`src/encoder_pos_pkg.sv`:
```
/*
 * Package for the encoder position and analogue output control block:
 * output kinds, spans, the preset input qualification time and widths.
 * Assumes a 100 MHz clock and a 14-bit single-turn position.
 */
`default_nettype none

package encoder_pos_pkg;

    localparam int POS_W = 14;
    localparam int DAC_W = 16;

    typedef enum logic {KIND_CURRENT, KIND_VOLTAGE} out_kind_t;

    // Current spans: 0 = 4-20 mA, 1 = 0-20 mA, 2 = 0-24 mA
    // Voltage spans: 0 = 0..5, 1 = 0..10, 2 = -5..5, 3 = -10..10 V
    typedef logic [1:0] span_t;

    typedef struct packed {
        logic analog_en;
        out_kind_t kind;
        span_t span;
        logic sense_inverted;
        logic preset_en;
        logic [POS_W-1:0] preset_value;
    } cfg_t;

    // Full-scale DAC code spans 0..FFFF; span offsets in DAC codes.
    // 4 mA of 20 mA = 0x3333 as the zero point of the 4-20 span.
    localparam logic [DAC_W-1:0] CUR_4MA_CODE = 16'h3333;

    localparam logic [POS_W-1:0] PRESET_RESET = 14'h0000;

    localparam int CLK_MHZ = 100;
    localparam int PRESET_MIN_US = 100;
    localparam int PRESET_MIN_CYC = PRESET_MIN_US * CLK_MHZ;
    localparam int PCNT_W = $clog2(PRESET_MIN_CYC + 1);

endpackage : encoder_pos_pkg

`default_nettype wire

```
`src/encoder_position_output_control.sv`:
```
/*
 * Position tracking, count direction, preset load and analogue output
 * code generation for a programmable absolute encoder.
 * Assumes a sensor front end giving one-cycle up/down step pulses for
 * clockwise and counter-clockwise shaft motion, and external DACs that
 * turn the codes into current and voltage.
 * The direction and preset pins arrive from another domain and are
 * filtered here; configuration and step pulses share this clock.
 * Span scaling of the voltage output is left to the voltage DAC, so the
 * voltage code is the bare position fraction for every span.
 */
`timescale 1ns/10ps
`default_nettype none

module encoder_position_output_control (
    input wire logic clk_in,
    input wire logic rst_in,
    input wire encoder_pos_pkg::cfg_t cfg_in,
    input wire logic step_cw_in,
    input wire logic step_ccw_in,
    input wire logic dir_invert_pin_in,
    input wire logic preset_pin_in,
    input wire logic sw_preset_in,
    input wire logic loop_break_in,
    output logic [encoder_pos_pkg::POS_W-1:0] position_out,
    output logic [encoder_pos_pkg::DAC_W-1:0] current_code_out,
    output logic current_en_out,
    output logic [encoder_pos_pkg::DAC_W-1:0] voltage_code_out,
    output logic voltage_en_out,
    output logic fault_on_out,
    output logic preset_done_out
);
    import encoder_pos_pkg::*;

    logic [2:0] inv_sync_q;
    logic [2:0] pre_sync_q;
    logic inv_q;
    logic pre_q;
    logic [PCNT_W-1:0] pcnt_q;
    logic pre_armed_q;
    logic load;
    logic up;
    logic dn;
    logic [POS_W-1:0] pos_q;
    logic [POS_W-1:0] preset_q;
    logic [DAC_W-1:0] cur_d;
    logic [DAC_W-1:0] raw;

    // Direction pin: three flops; the level is taken once stages two and
    // three agree, so one metastable sample never flips the count
    always_ff @(posedge clk_in) begin
        if (rst_in) begin
            inv_sync_q <= 3'h0;
            inv_q <= 1'b0;
        end else begin
            inv_sync_q <= {inv_sync_q[1:0], dir_invert_pin_in};
            if (inv_sync_q[1] == inv_sync_q[2]) begin
                inv_q <= inv_sync_q[2];
            end
        end
    end

    // Preset pin: same three-flop filter as the direction pin
    always_ff @(posedge clk_in) begin
        if (rst_in) begin
            pre_sync_q <= 3'h0;
            pre_q <= 1'b0;
        end else begin
            pre_sync_q <= {pre_sync_q[1:0], preset_pin_in};
            if (pre_sync_q[1] == pre_sync_q[2]) begin
                pre_q <= pre_sync_q[2];
            end
        end
    end

    // High-time counter; it saturates at the minimum so that a long
    // press cannot wrap round and lose its qualification
    always_ff @(posedge clk_in) begin
        if (rst_in) begin
            pcnt_q <= '0;
        end else if (pre_q) begin
            if (pcnt_q < PCNT_W'(PRESET_MIN_CYC)) begin
                pcnt_q <= pcnt_q + 1'b1;
            end
        end else begin
            pcnt_q <= '0;
        end
    end

    // Armed once the minimum high time has passed; short glitches never
    // arm it, and the load only fires when the level falls again
    always_ff @(posedge clk_in) begin
        if (rst_in) begin
            pre_armed_q <= 1'b0;
        end else if (!pre_q) begin
            pre_armed_q <= 1'b0;
        end else if (pcnt_q == PCNT_W'(PRESET_MIN_CYC)) begin
            pre_armed_q <= 1'b1;
        end
    end

    assign load = sw_preset_in
        || (cfg_in.preset_en && pre_armed_q && !pre_q);

    // Preset value is latched from configuration and is zero after reset
    always_ff @(posedge clk_in) begin
        if (rst_in) begin
            preset_q <= PRESET_RESET;
        end else begin
            preset_q <= cfg_in.preset_value;
        end
    end

    // Direction: exclusive-or of invert pin and sense parameter
    always_comb begin
        if (inv_q ^ cfg_in.sense_inverted) begin
            up = step_ccw_in;
            dn = step_cw_in;
        end else begin
            up = step_cw_in;
            dn = step_ccw_in;
        end
    end

    // Position wraps at full turn; a load wins over a step in that cycle.
    // Steps in both directions at once cancel and leave the count alone.
    always_ff @(posedge clk_in) begin
        if (rst_in) begin
            pos_q <= '0;
        end else if (load) begin
            pos_q <= preset_q;
        end else if (up && !dn) begin
            pos_q <= pos_q + 1'b1;
        end else if (dn && !up) begin
            pos_q <= pos_q - 1'b1;
        end
    end

    // Done pulse: one cycle for each accepted load
    always_ff @(posedge clk_in) begin
        if (rst_in) begin
            preset_done_out <= 1'b0;
        end else begin
            preset_done_out <= load;
        end
    end

    assign position_out = pos_q;
    assign raw = {pos_q, pos_q[POS_W-1 -: DAC_W-POS_W]};

    // Current code: lowest position at span start, highest at span end.
    // 4-20 span compresses to 4/5 of scale above the 4 mA point.
    always_comb begin
        unique case (cfg_in.span)
            2'd0: cur_d = CUR_4MA_CODE
                + DAC_W'((32'(raw) * 32'd4) / 32'd5);
            2'd1: cur_d = raw;
            2'd2: cur_d = raw;
            // Span code 3 has no current meaning; full scale is the
            // safest reading of it
            default: cur_d = raw;
        endcase
    end

    // Codes are registered so the DACs never see a half-updated word
    always_ff @(posedge clk_in) begin
        if (rst_in) begin
            current_code_out <= '0;
        end else begin
            current_code_out <= cur_d;
        end
    end

    // Voltage DAC scales by span; the code is the position fraction
    always_ff @(posedge clk_in) begin
        if (rst_in) begin
            voltage_code_out <= '0;
        end else begin
            voltage_code_out <= raw;
        end
    end

    always_ff @(posedge clk_in) begin
        if (rst_in) begin
            current_en_out <= 1'b0;
        end else begin
            current_en_out <= cfg_in.analog_en
                && cfg_in.kind == KIND_CURRENT;
        end
    end

    // Voltage stays off until the analogue gate is opened
    always_ff @(posedge clk_in) begin
        if (rst_in) begin
            voltage_en_out <= 1'b0;
        end else begin
            voltage_en_out <= cfg_in.analog_en
                && cfg_in.kind == KIND_VOLTAGE;
        end
    end

    // Switch conducts while healthy; released on error or when the
    // current kind is not selected (no indication then). A far end that
    // reads released as error must ignore it in voltage kind.
    always_ff @(posedge clk_in) begin
        if (rst_in) begin
            fault_on_out <= 1'b0;
        end else begin
            fault_on_out <= cfg_in.kind == KIND_CURRENT
                && !loop_break_in;
        end
    end

endmodule : encoder_position_output_control

`default_nettype wire

```
`config.mk`:
```
export PLATFORM = sky130hd
export DESIGN_NAME = encoder_position_output_control
export DESIGN_NICKNAME = d
export VERILOG_FILES = /design/src/encoder_pos_pkg.sv /design/src/encoder_position_output_control.sv
export SDC_FILE = /design/constraint.sdc
export NUM_CORES = 1
export LEC_CHECK = 0
export BUFFER_PORTS_ARGS = -buffer_cell sky130_fd_sc_hd__clkbuf_2
export CORE_MARGIN = 2
export CORE_UTILIZATION = 55
export DETAILED_ROUTE_END_ITERATION = 8
export PLACE_DENSITY = 0.74
export SYNTH_ARGS = -nofsm -noshare
export SYNTH_HDL_FRONTEND = slang
export SYNTH_SLANG_ARGS = --single-unit
```
`constraint.sdc`:
```
create_clock -name clk_in -period 16.4 [get_ports clk_in]
set_input_delay 2.46 -clock clk_in [delete_from_list [all_inputs] [get_ports clk_in]]
set_output_delay 2.46 -clock clk_in [all_outputs]
set_load 0.02 [all_outputs]
```
**After elaboration in Yosys (flattened, before gate mapping)**

Index checks and enable logic that the tools add are counted.

- Add/sub/neg operators: 4
- Multiply operators: 0
- Divide/modulo/power cells: 1
- $lt $le $gt $ge: 1
- Equality and inequality tests: 3
- Shift-type cells: 0
- Multiplexer cells: 6
- Bitwise operators: 3
- Reduce and logical (&&, ||, !) cells: 15

Operator list:

| operator | count |
|---|---|
| $mux 14 | 3 |
| $div 18x3->32 const B | 1 |
| $add 14x1->14 const B | 2 |
| $add 14x16->16 const A | 1 |
| $mux 16 | 1 |
| $eq 14x14->1 const B | 1 |
| $lt 14x14->1 const B | 1 |
| $sub 14x1->14 const B | 1 |
| $logic_and 1x1->1 | 7 |
| $logic_not 1->1 | 4 |
| $reduce_bool 3->1 | 1 |
| $eq 1x1->1 | 2 |
| $logic_not 2->1 | 1 |
| $mux 1 | 2 |
| $not 1->1 | 2 |
| $reduce_or 2->1 | 1 |
| $logic_or 1x1->1 | 1 |
| $xor 1x1->1 | 1 |

- Bits in registers: 87
- Bits in latches: 0
- RAM bits: 0
- Memory bits (read-only): 0
- Input port bits: 28
- Output and inout port bits: 50
- Word-level logic and storage cells: 47
- Memories: 0

**Logic depth before layout (Yosys ltp)**

Gate-level depths: netlist of the first run.

- Depth after elaboration: 7
- Gate-level depth with buffers: 36
- Depth with buffers taken out: 30

**Worst setup path after synthesis of the first run**

Ideal clock, no wire load.

- Kind: register to register
- From: register pos_q[12] (netlist: position_out[12])
- To: register current_code_out[12] (netlist name)
- Setup time: 86 ps
- Arrival: 6,947 ps
- Data required time: 16,314 ps
- Slack: 9,368 ps
- Stages on the path, launching flop included: 34
- Buffers on the path: 3
- Clock period less this slack: 7,032 ps
- Cell sequence: dfxtp_1 > buf_6 > nor2b_4 > xnor2_1 > o211ai_1 > a21o_4 > and4_4 > or4_4 > or2_1 > buf_6 > o2111a_1 > a211oi_4 > or2_1 > o311ai_1 > o221a_1 > or3_1 > buf_2 > a311o_1 > o21ai_0 > ha_1 > inv_1 > maj3_1 > o22ai_1 > xnor2_1 > ha_1 > xor2_1 > nand3b_1 > a21oi_1 > ha_1 > o21ai_0 > a21oi_1 > nor2_1 > xor2_1 > a211oi_1

- Word-level cells in the longest chain between the ends: 3

Ends and longest elaborated chain:

| what | line | source |
|---|---|---|
| start, declared | encoder_position_output_control.sv:44 | `logic [POS_W-1:0] pos_q;` |
| start signal, assigned | encoder_position_output_control.sv:131 | `pos_q <= preset_q;` |
| start signal, assigned | encoder_position_output_control.sv:133 | `pos_q <= pos_q + 1'b1;` |
| start signal, assigned | encoder_position_output_control.sv:135 | `pos_q <= pos_q - 1'b1;` |
| $div 18x3->32 | encoder_position_output_control.sv:156 | `+ DAC_W'((32'(raw) * 32'd4) / 32'd5);` |
| $add 14x16->16 | encoder_position_output_control.sv:156 |  |
| $mux 16 | encoder_position_output_control.sv:154 | `unique case (cfg_in.span)` |
| end signal, assigned | encoder_position_output_control.sv:170 | `current_code_out <= cur_d;` |
| end, declared | encoder_position_output_control.sv:26 | `output logic [encoder_pos_pkg::DAC_W-1:0] current_code_out,` |

No other way between the ends.
A chain may end at the register's enable or synchronous reset.

**Worst setup path after layout of the first run**

Same ends and word-level chain as after synthesis.

==> metrics.md, run 1 <==
| Metric | Value |
|---|---|
| Row cnt | `38` |
| CP required | `16.60 ns` |
| Yosys reg bits | `85` |
| Antenna diode instance count | `0` |
| Final #Nets | `839` |
| Detail Route Antenna Nets | `0` |
| Vias in the first global route | `5,182` |
| Run status | `completed` |
| Routed len/inst | `about 17 microns` |
| Min-Delay Path Class | `register to register` |
| Hpwl dp | `11,400 microns` |
| Max incr delay on CP | `0.88 ns` |
| Initial Utilization | `between 50% and 60%` |
| DP Worst Slack | `7.94 ns` |
| Clock Sinks | `85` |
| Worst slew pin tran | `1.08 ns` |
| Layout Utilization | `between 60% and 70%` |
| Ports | `78` |
| CP Buf/Inv Count | `1` |
| Synth cell types | `97` |
| Setup TNS | `0 ns` |
| Core area | `about 0.011 sq mm` |
| Worst-Skew Late Latency | `roughly 0.36 ns` |
| Endpoints failing hold | `0` |
| CTS Buf Count | `9` |
| Peak Freq | `116 MHz` |
| Syn Std Cell Area | `0.00601 sq mm` |
| Most common cell after layout, fill and taps aside | `nor2_1` |
| Final wirelength | `between 15,000 and 20,000 microns` |
| Post-route DRC | `0` |
| Die ar. | `0.0118 sq mm` |
| Post-CTS Setup Bufs | `0` |
| RSZ-0062 raised after global routing | `no` |
| Total global-route track usage | `26.7%` |
| Most frequent cells in the layout | `nor2_1, dfxtp_1, clkbuf_2` |
| Post-CTS sizing | `0` |
| Gr ovfl total | `0` |
| Vias per inst | `6.20` |
| Async SR Flop Fraction | `0%` |
| Crit-path max FO | `22` |
| Syn nets | `801` |
| Final cycle utilization of the critical path | `roughly 53%` |
| Final Setup Violations | `0` |
| CTS tree | `yes` |
| Antenna violations before repair | `0` |
| Critical path arrival | `8.85 ns` |
| Fillers | `1,006` |
| Critical path endpoint category | `register` |
| Largest net degree at the start of global routing | `a little over 70` |
| EDFF count, synth | `0` |
| Multi-input logic area | `between 0.003 and 0.004 sq mm` |
| DR iter-0 viols | `around 460` |
| Root Buffer | `clkbuf_8` |
| Area grow syn2layout | `8.11%` |
| Die H | `109 microns` |
| Crit path time final | `8.65 ns` |
| Pwr Density | `134 mW/mm^2` |
| H-tree levels | `3` |
| Via count | `5,806` |
| RePlAce Congestion | `0.904` |
| Max cap viols | `0` |
| Die width | `109 microns` |
| Crit-path leading delay family | `compound AO/OA/AOI/OAI gates` |
| Final slew viol count | `0` |
| Max_slew headroom | `28.0%` |
| Sequential area share after synthesis | `between 20% and 30%` |
| # port buffers | `77` |
| Final setup margin | `7.75 ns` |
| Slowest stage cell, crit path | `dfxtp_1` |
| YS warnings | `0` |
| Share of post-route cells with drive strength above 1 | `17.3%` |
| CTS hold repair buffers | `0` |
| Clk buf depth | `2` |
| Sequential standard cell area | `0.00170 sq mm` |
| WS Path Type | `register to register` |
| Critical path startpoint category | `register` |
| Top FF cell, synth | `dfxtp_1` |
| Clock skew | `0.0109 ns` |
| First-pass GRT wire length | `25,300 microns` |
| Clock transition at path regs | `0.10 ns` |
| Leak | `2.60 nW` |
| Syn Inst Count | `754` |
| Tot Pwr | `0.000868 W` |
| Hold WS | `between 0.4 and 0.5 ns` |
| Maximum vdd drop | `0.0000539 V` |
| DR pass1 iterations | `5` |
| Syn Area/Cell | `7.98 sq um` |
## path summary, 6_finish.rpt
kind	from	cells past startpoint	to	slack, ns
worst max register to register	position_out[12]	30	current_code_out[12]	7.75
worst min-delay path	pre_sync_q[0]	1	pre_sync_q[1]	0.45
worst min register to register	pre_sync_q[0]	1	pre_sync_q[1]	0.45
worst max-delay path	position_out[12]	30	current_code_out[12]	7.75
## cell families (layout without fill, tap and decap cells)
group / Yosys count / count (layout) / share of synthesized area [%]
mux: 9 / 9 / 1.60
fa+ha+maj: 20 / 20 / 4.24
buf+inv: 83 / 126 / 7.03
flops: 85 / 85 / 28.3
compound gates: 238 / 238 / 29.3
simple gates: 282 / 282 / 24.2
xor+xnor: 37 / 37 / 5.39
## per-stage QoR
step                      area, sq um  std cells
after floorplan                  6010        754
after global placement           6300        921
after detailed placement         6300        921
after CTS                        6500        937
after global routing             6500        937
final                            6500        937
## metal layers
metal  vias to the layer above  wire length [microns]  global-route usage, %
met4                         0                    312                   8.70
met1                      2693                   6930                   36.0
li1                       2837                      -                      -
met3                        26                   1070                   3.98
met2                       250                   7460                   43.8
met5                         -                      0                      0
## synth_stat cells (7+ instances only)
| cell type | number | area (sq um) |
|---|---|---|
| buf_6 | 11 | 124 |
| nor3_1 | 17 | 85.1 |
| nand2_1 | 53 | 199 |
| a21oi_1 | 56 | 280 |
| ha_1 | 18 | 225 |
| clkbuf_1 | 28 | 105 |
| o21bai_1 | 9 | 67.6 |
| o21ai_0 | 32 | 160 |
| and3_1 | 10 | 62.6 |
| nor2_1 | 93 | 349 |
| or3_1 | 8 | 50.1 |
| xor2_1 | 16 | 140 |
| a31oi_1 | 8 | 50.1 |
| inv_1 | 25 | 93.8 |
| nand3_1 | 21 | 105 |
| xnor2_1 | 21 | 184 |
| nand2b_1 | 7 | 43.8 |
| nor2b_1 | 27 | 169 |
| dfxtp_1 | 85 | 1700 |
| mux2i_1 | 7 | 70.1 |
| buf_2 | 8 | 40.0 |
| a211oi_1 | 21 | 158 |
## where the power goes
group          total (W)  switching (W)  leakage, nW  internal, W
Sequential      0.000242      0.0000205        0.699     0.000222
Clock           0.000157      0.0000835        0.107    0.0000731
Combinational   0.000470       0.000294         1.80     0.000176
Total           0.000868       0.000398         2.60     0.000471
## registers in the layout, indices dropped and copies added, names as in the netlist, 3 cells and up
register,flops
inv_sync_q,3
pcnt_q,14
voltage_code_out,14
preset_q,14
pre_sync_q,3
position_out,14
current_code_out,16
## area by class of cell
class,instances,share of cell area (%)
multi-input combinational,586,59.9
sequential,85,26.2
timing repair buffer,81,6.39
tap,140,2.69
clock buffer,9,1.90
inverter,29,1.67
clock inverter,7,1.25
## worst reg2reg max path, delay by kind of cell, from the launching register on
family	cells	cell delay, ns
compound gates	15	4.04
buf+inv	1	0.10
xor+xnor	3	0.50
fa+ha+maj	4	1.01
simple gates	7	1.96
flops	1	0.88
Note: power is estimated with default switching activity, not from simulation.
==> run 2, diff against run 1 <==
- ABC_AREA: not set -> 1
- PLACE_DENSITY: 0.74 -> 0.75
- clock period: 16.4 -> 8.8 ns (I/O delays scaled with it)
==> metrics.md, run 2 <==
| Metric | Value |
|---|---|
| Run status | `completed` |
| Syn Std Cell Area | `0.00526 sq mm` |
| Worst slew pin tran | `0.952 ns` |
| Final cycle utilization of the critical path | `between 80% and 90%` |
| Max cap viols | `0` |
| Slowest stage cell, crit path | `dfxtp_1` |
| Endpoints failing hold | `0` |
| Antenna diode instance count | `0` |
| Clk buf depth | `2` |
| Most frequent cells after synthesis | `nand2_1, inv_1, nor2_1` |
| Post-route DRC | `0` |
| Largest net degree at the start of global routing | `48` |
| Die H | `102 microns` |
| Initial Utilization | `a little under three fifths` |
| Root Buffer | `clkbuf_8` |
| CTS tree | `yes` |
| Clock skew | `between 0.01 and 0.015 ns` |
| Synth top area share | `32.3%` |
| Final setup margin | `between 0.9 and 1 ns` |
| Peak Freq | `128 MHz` |
| Detail Route Antenna Nets | `0` |
| First-pass GRT wire length | `20,600 microns` |
| RSZ-0062 raised after global routing | `no` |
| Routed len/inst | `around 13 microns` |
| Total global-route track usage | `24.8%` |
| Area grow syn2layout | `13.6%` |
| Ports | `78` |
| Max incr delay on CP | `about 0.45 ns` |
| Yosys reg bits | `85` |
| Final #Nets | `899` |
| DR iter-0 viols | `294` |
| WS Path Type | `register to register` |
| Most common cell after layout, fill and taps aside | `nand2_1` |
| DP Worst Slack | `1.05 ns` |
| Yosys top cell by area | `dfxtp_1` |
| Final wirelength | `12,500 microns` |
| Sequential area share after synthesis | `32.3%` |
| Most flop-heavy register | `current_code_out` |
| H-tree levels | `3` |
| Syn Area/Cell | `roughly 6.8 sq um` |
| Critical path endpoint category | `register` |
| Synth cell types | `41` |
| Clock Sinks | `85` |
| Vias in the first global route | `4,681` |
| Die width | `102 microns` |
| Top-count cell post-synth | `nand2_1` |
| Final Setup Violations | `0` |
| Most frequent cells in the layout | `nand2_1, inv_1, nor2_1` |
| CP required | `about 9.1 ns` |
| Clock transition at path regs | `0.09 ns` |
| DR pass1 iterations | `6` |
| Critical path startpoint category | `register` |
| RePlAce Congestion | `0.945` |
| CTS hold repair buffers | `0` |
| Setup TNS | `0 ns` |
| Async SR Flop Fraction | `0%` |
| CP dominant cell by count | `nand2_2` |
| Largest register FFs | `16` |
| Share of post-route cells with drive strength above 1 | `a little under a quarter` |
| YS warnings | `0` |
| Via count | `slightly above 5,000` |
| # port buffers | `77` |
| Hpwl dp | `9630 microns` |
| Crit path time final | `7.83 ns` |
| Critical path arrival | `slightly above 8 ns` |
| Min-Delay Path Class | `register to register` |
| Antenna violations before repair | `0` |
| Die ar. | `a little over 0.01 sq mm` |
| Crit-path max FO | `8` |
| Syn nets | `822` |
| CTS Buf Count | `9` |
| Top post-synthesis cells by area | `dfxtp_1, nand2_1, inv_1` |
| Layout Utilization | `64.7%` |
| Worst-Skew Late Latency | `approximately 0.37 ns` |
| Final slew viol count | `0` |
| Core area | `0.00924 sq mm` |
| EDFF count, synth | `0` |
| Max_slew headroom | `a little over a third` |
| Vias per inst | `around 5.2` |
| Gr ovfl total | `0` |
| Syn Inst Count | `roughly 780` |
| Row cnt | `35` |
| Top FF cell, synth | `dfxtp_1` |
run 2: cell count changes in the layout (fill, tap and decap cells not counted), moves of 9 or more:
cell,change
inv_1,+86
nand2_1,+84
nand2_2,+41
nand3_1,+38
nor2b_1,-27
inv_2,+25
a211oi_1,-20
a21oi_1,-18
xnor2_1,-16
nand2_4,+13
nand3_2,+11
and3_1,-10
nand4_1,+9
run 2: worst paths after layout:
kind         slack, ns              endpoint             start  cells after the start
max               0.97  current_code_out[10]  position_out[11]                     70
min               0.42         inv_sync_q[1]     inv_sync_q[0]                      2
max reg2reg       0.97  current_code_out[10]  position_out[11]                     70
min reg2reg       0.42         inv_sync_q[1]     inv_sync_q[0]                      2
run 2: what timing repair did:
action                     4_1_cts  5_1_grt
setup buffers                    0        0
gates resized for setup          0        2
setup endpoints to repair        0        3
run 2: critical path, delay by kind of cell (launching register included):
kind                     cells  cell delay (ns)
buffers and inverters        7             0.49
AO/OA/AOI/OAI                3             0.44
XOR/XNOR                     1             0.25
adder cells (fa/ha/maj)      3             0.60
flip-flops                   1             0.45
AND/OR/NAND/NOR             56             5.50
run 2: per-layer routing:
layer	vias to the layer above	GRT usage (%)	share of wire [%]
li1	2644	-	-
met1	2329	33.0	46
met2	157	41.4	47
met3	18	3.59	5.6
met4	0	7.48	1.4
met5	-	0	0
run 2: logic make-up after synthesis:
family                   Yosys count  share of synthesized area [%]
AO/OA/AOI/OAI                    114                           12.5
flip-flops                        85                           32.3
XOR/XNOR                          17                           3.09
adder cells (fa/ha/maj)           19                           4.66
buffers and inverters            154                           11.2
AND/OR/NAND/NOR                  386                           36.3
run 2: final cells by class:
cell class / instances / area, sq um
fillers: 843 / 3260
multi-input cells: 536 / 2980
flip-flops and latches: 85 / 1700
inverters: 139 / 522
repair buffers: 81 / 415
well taps: 129 / 161
clock buffers: 9 / 124
clock inverters: 6 / 71.3
run 2: per-stage QoR:
stage | area, sq um | hold WS (ns) | cells
global route | 5980 | 0.456 | 985
detailed placement | 5780 | 0.402 | 970
finish | 5980 | 0.416 | 985
CTS | 5970 | 0.418 | 985
floorplan | 5260 | 0.388 | 775
global placement | 5780 | 0.395 | 970
Power of run 2 is not shown: default switching activity piles up to over one toggle a cycle in this logic, so the estimate is an artifact.
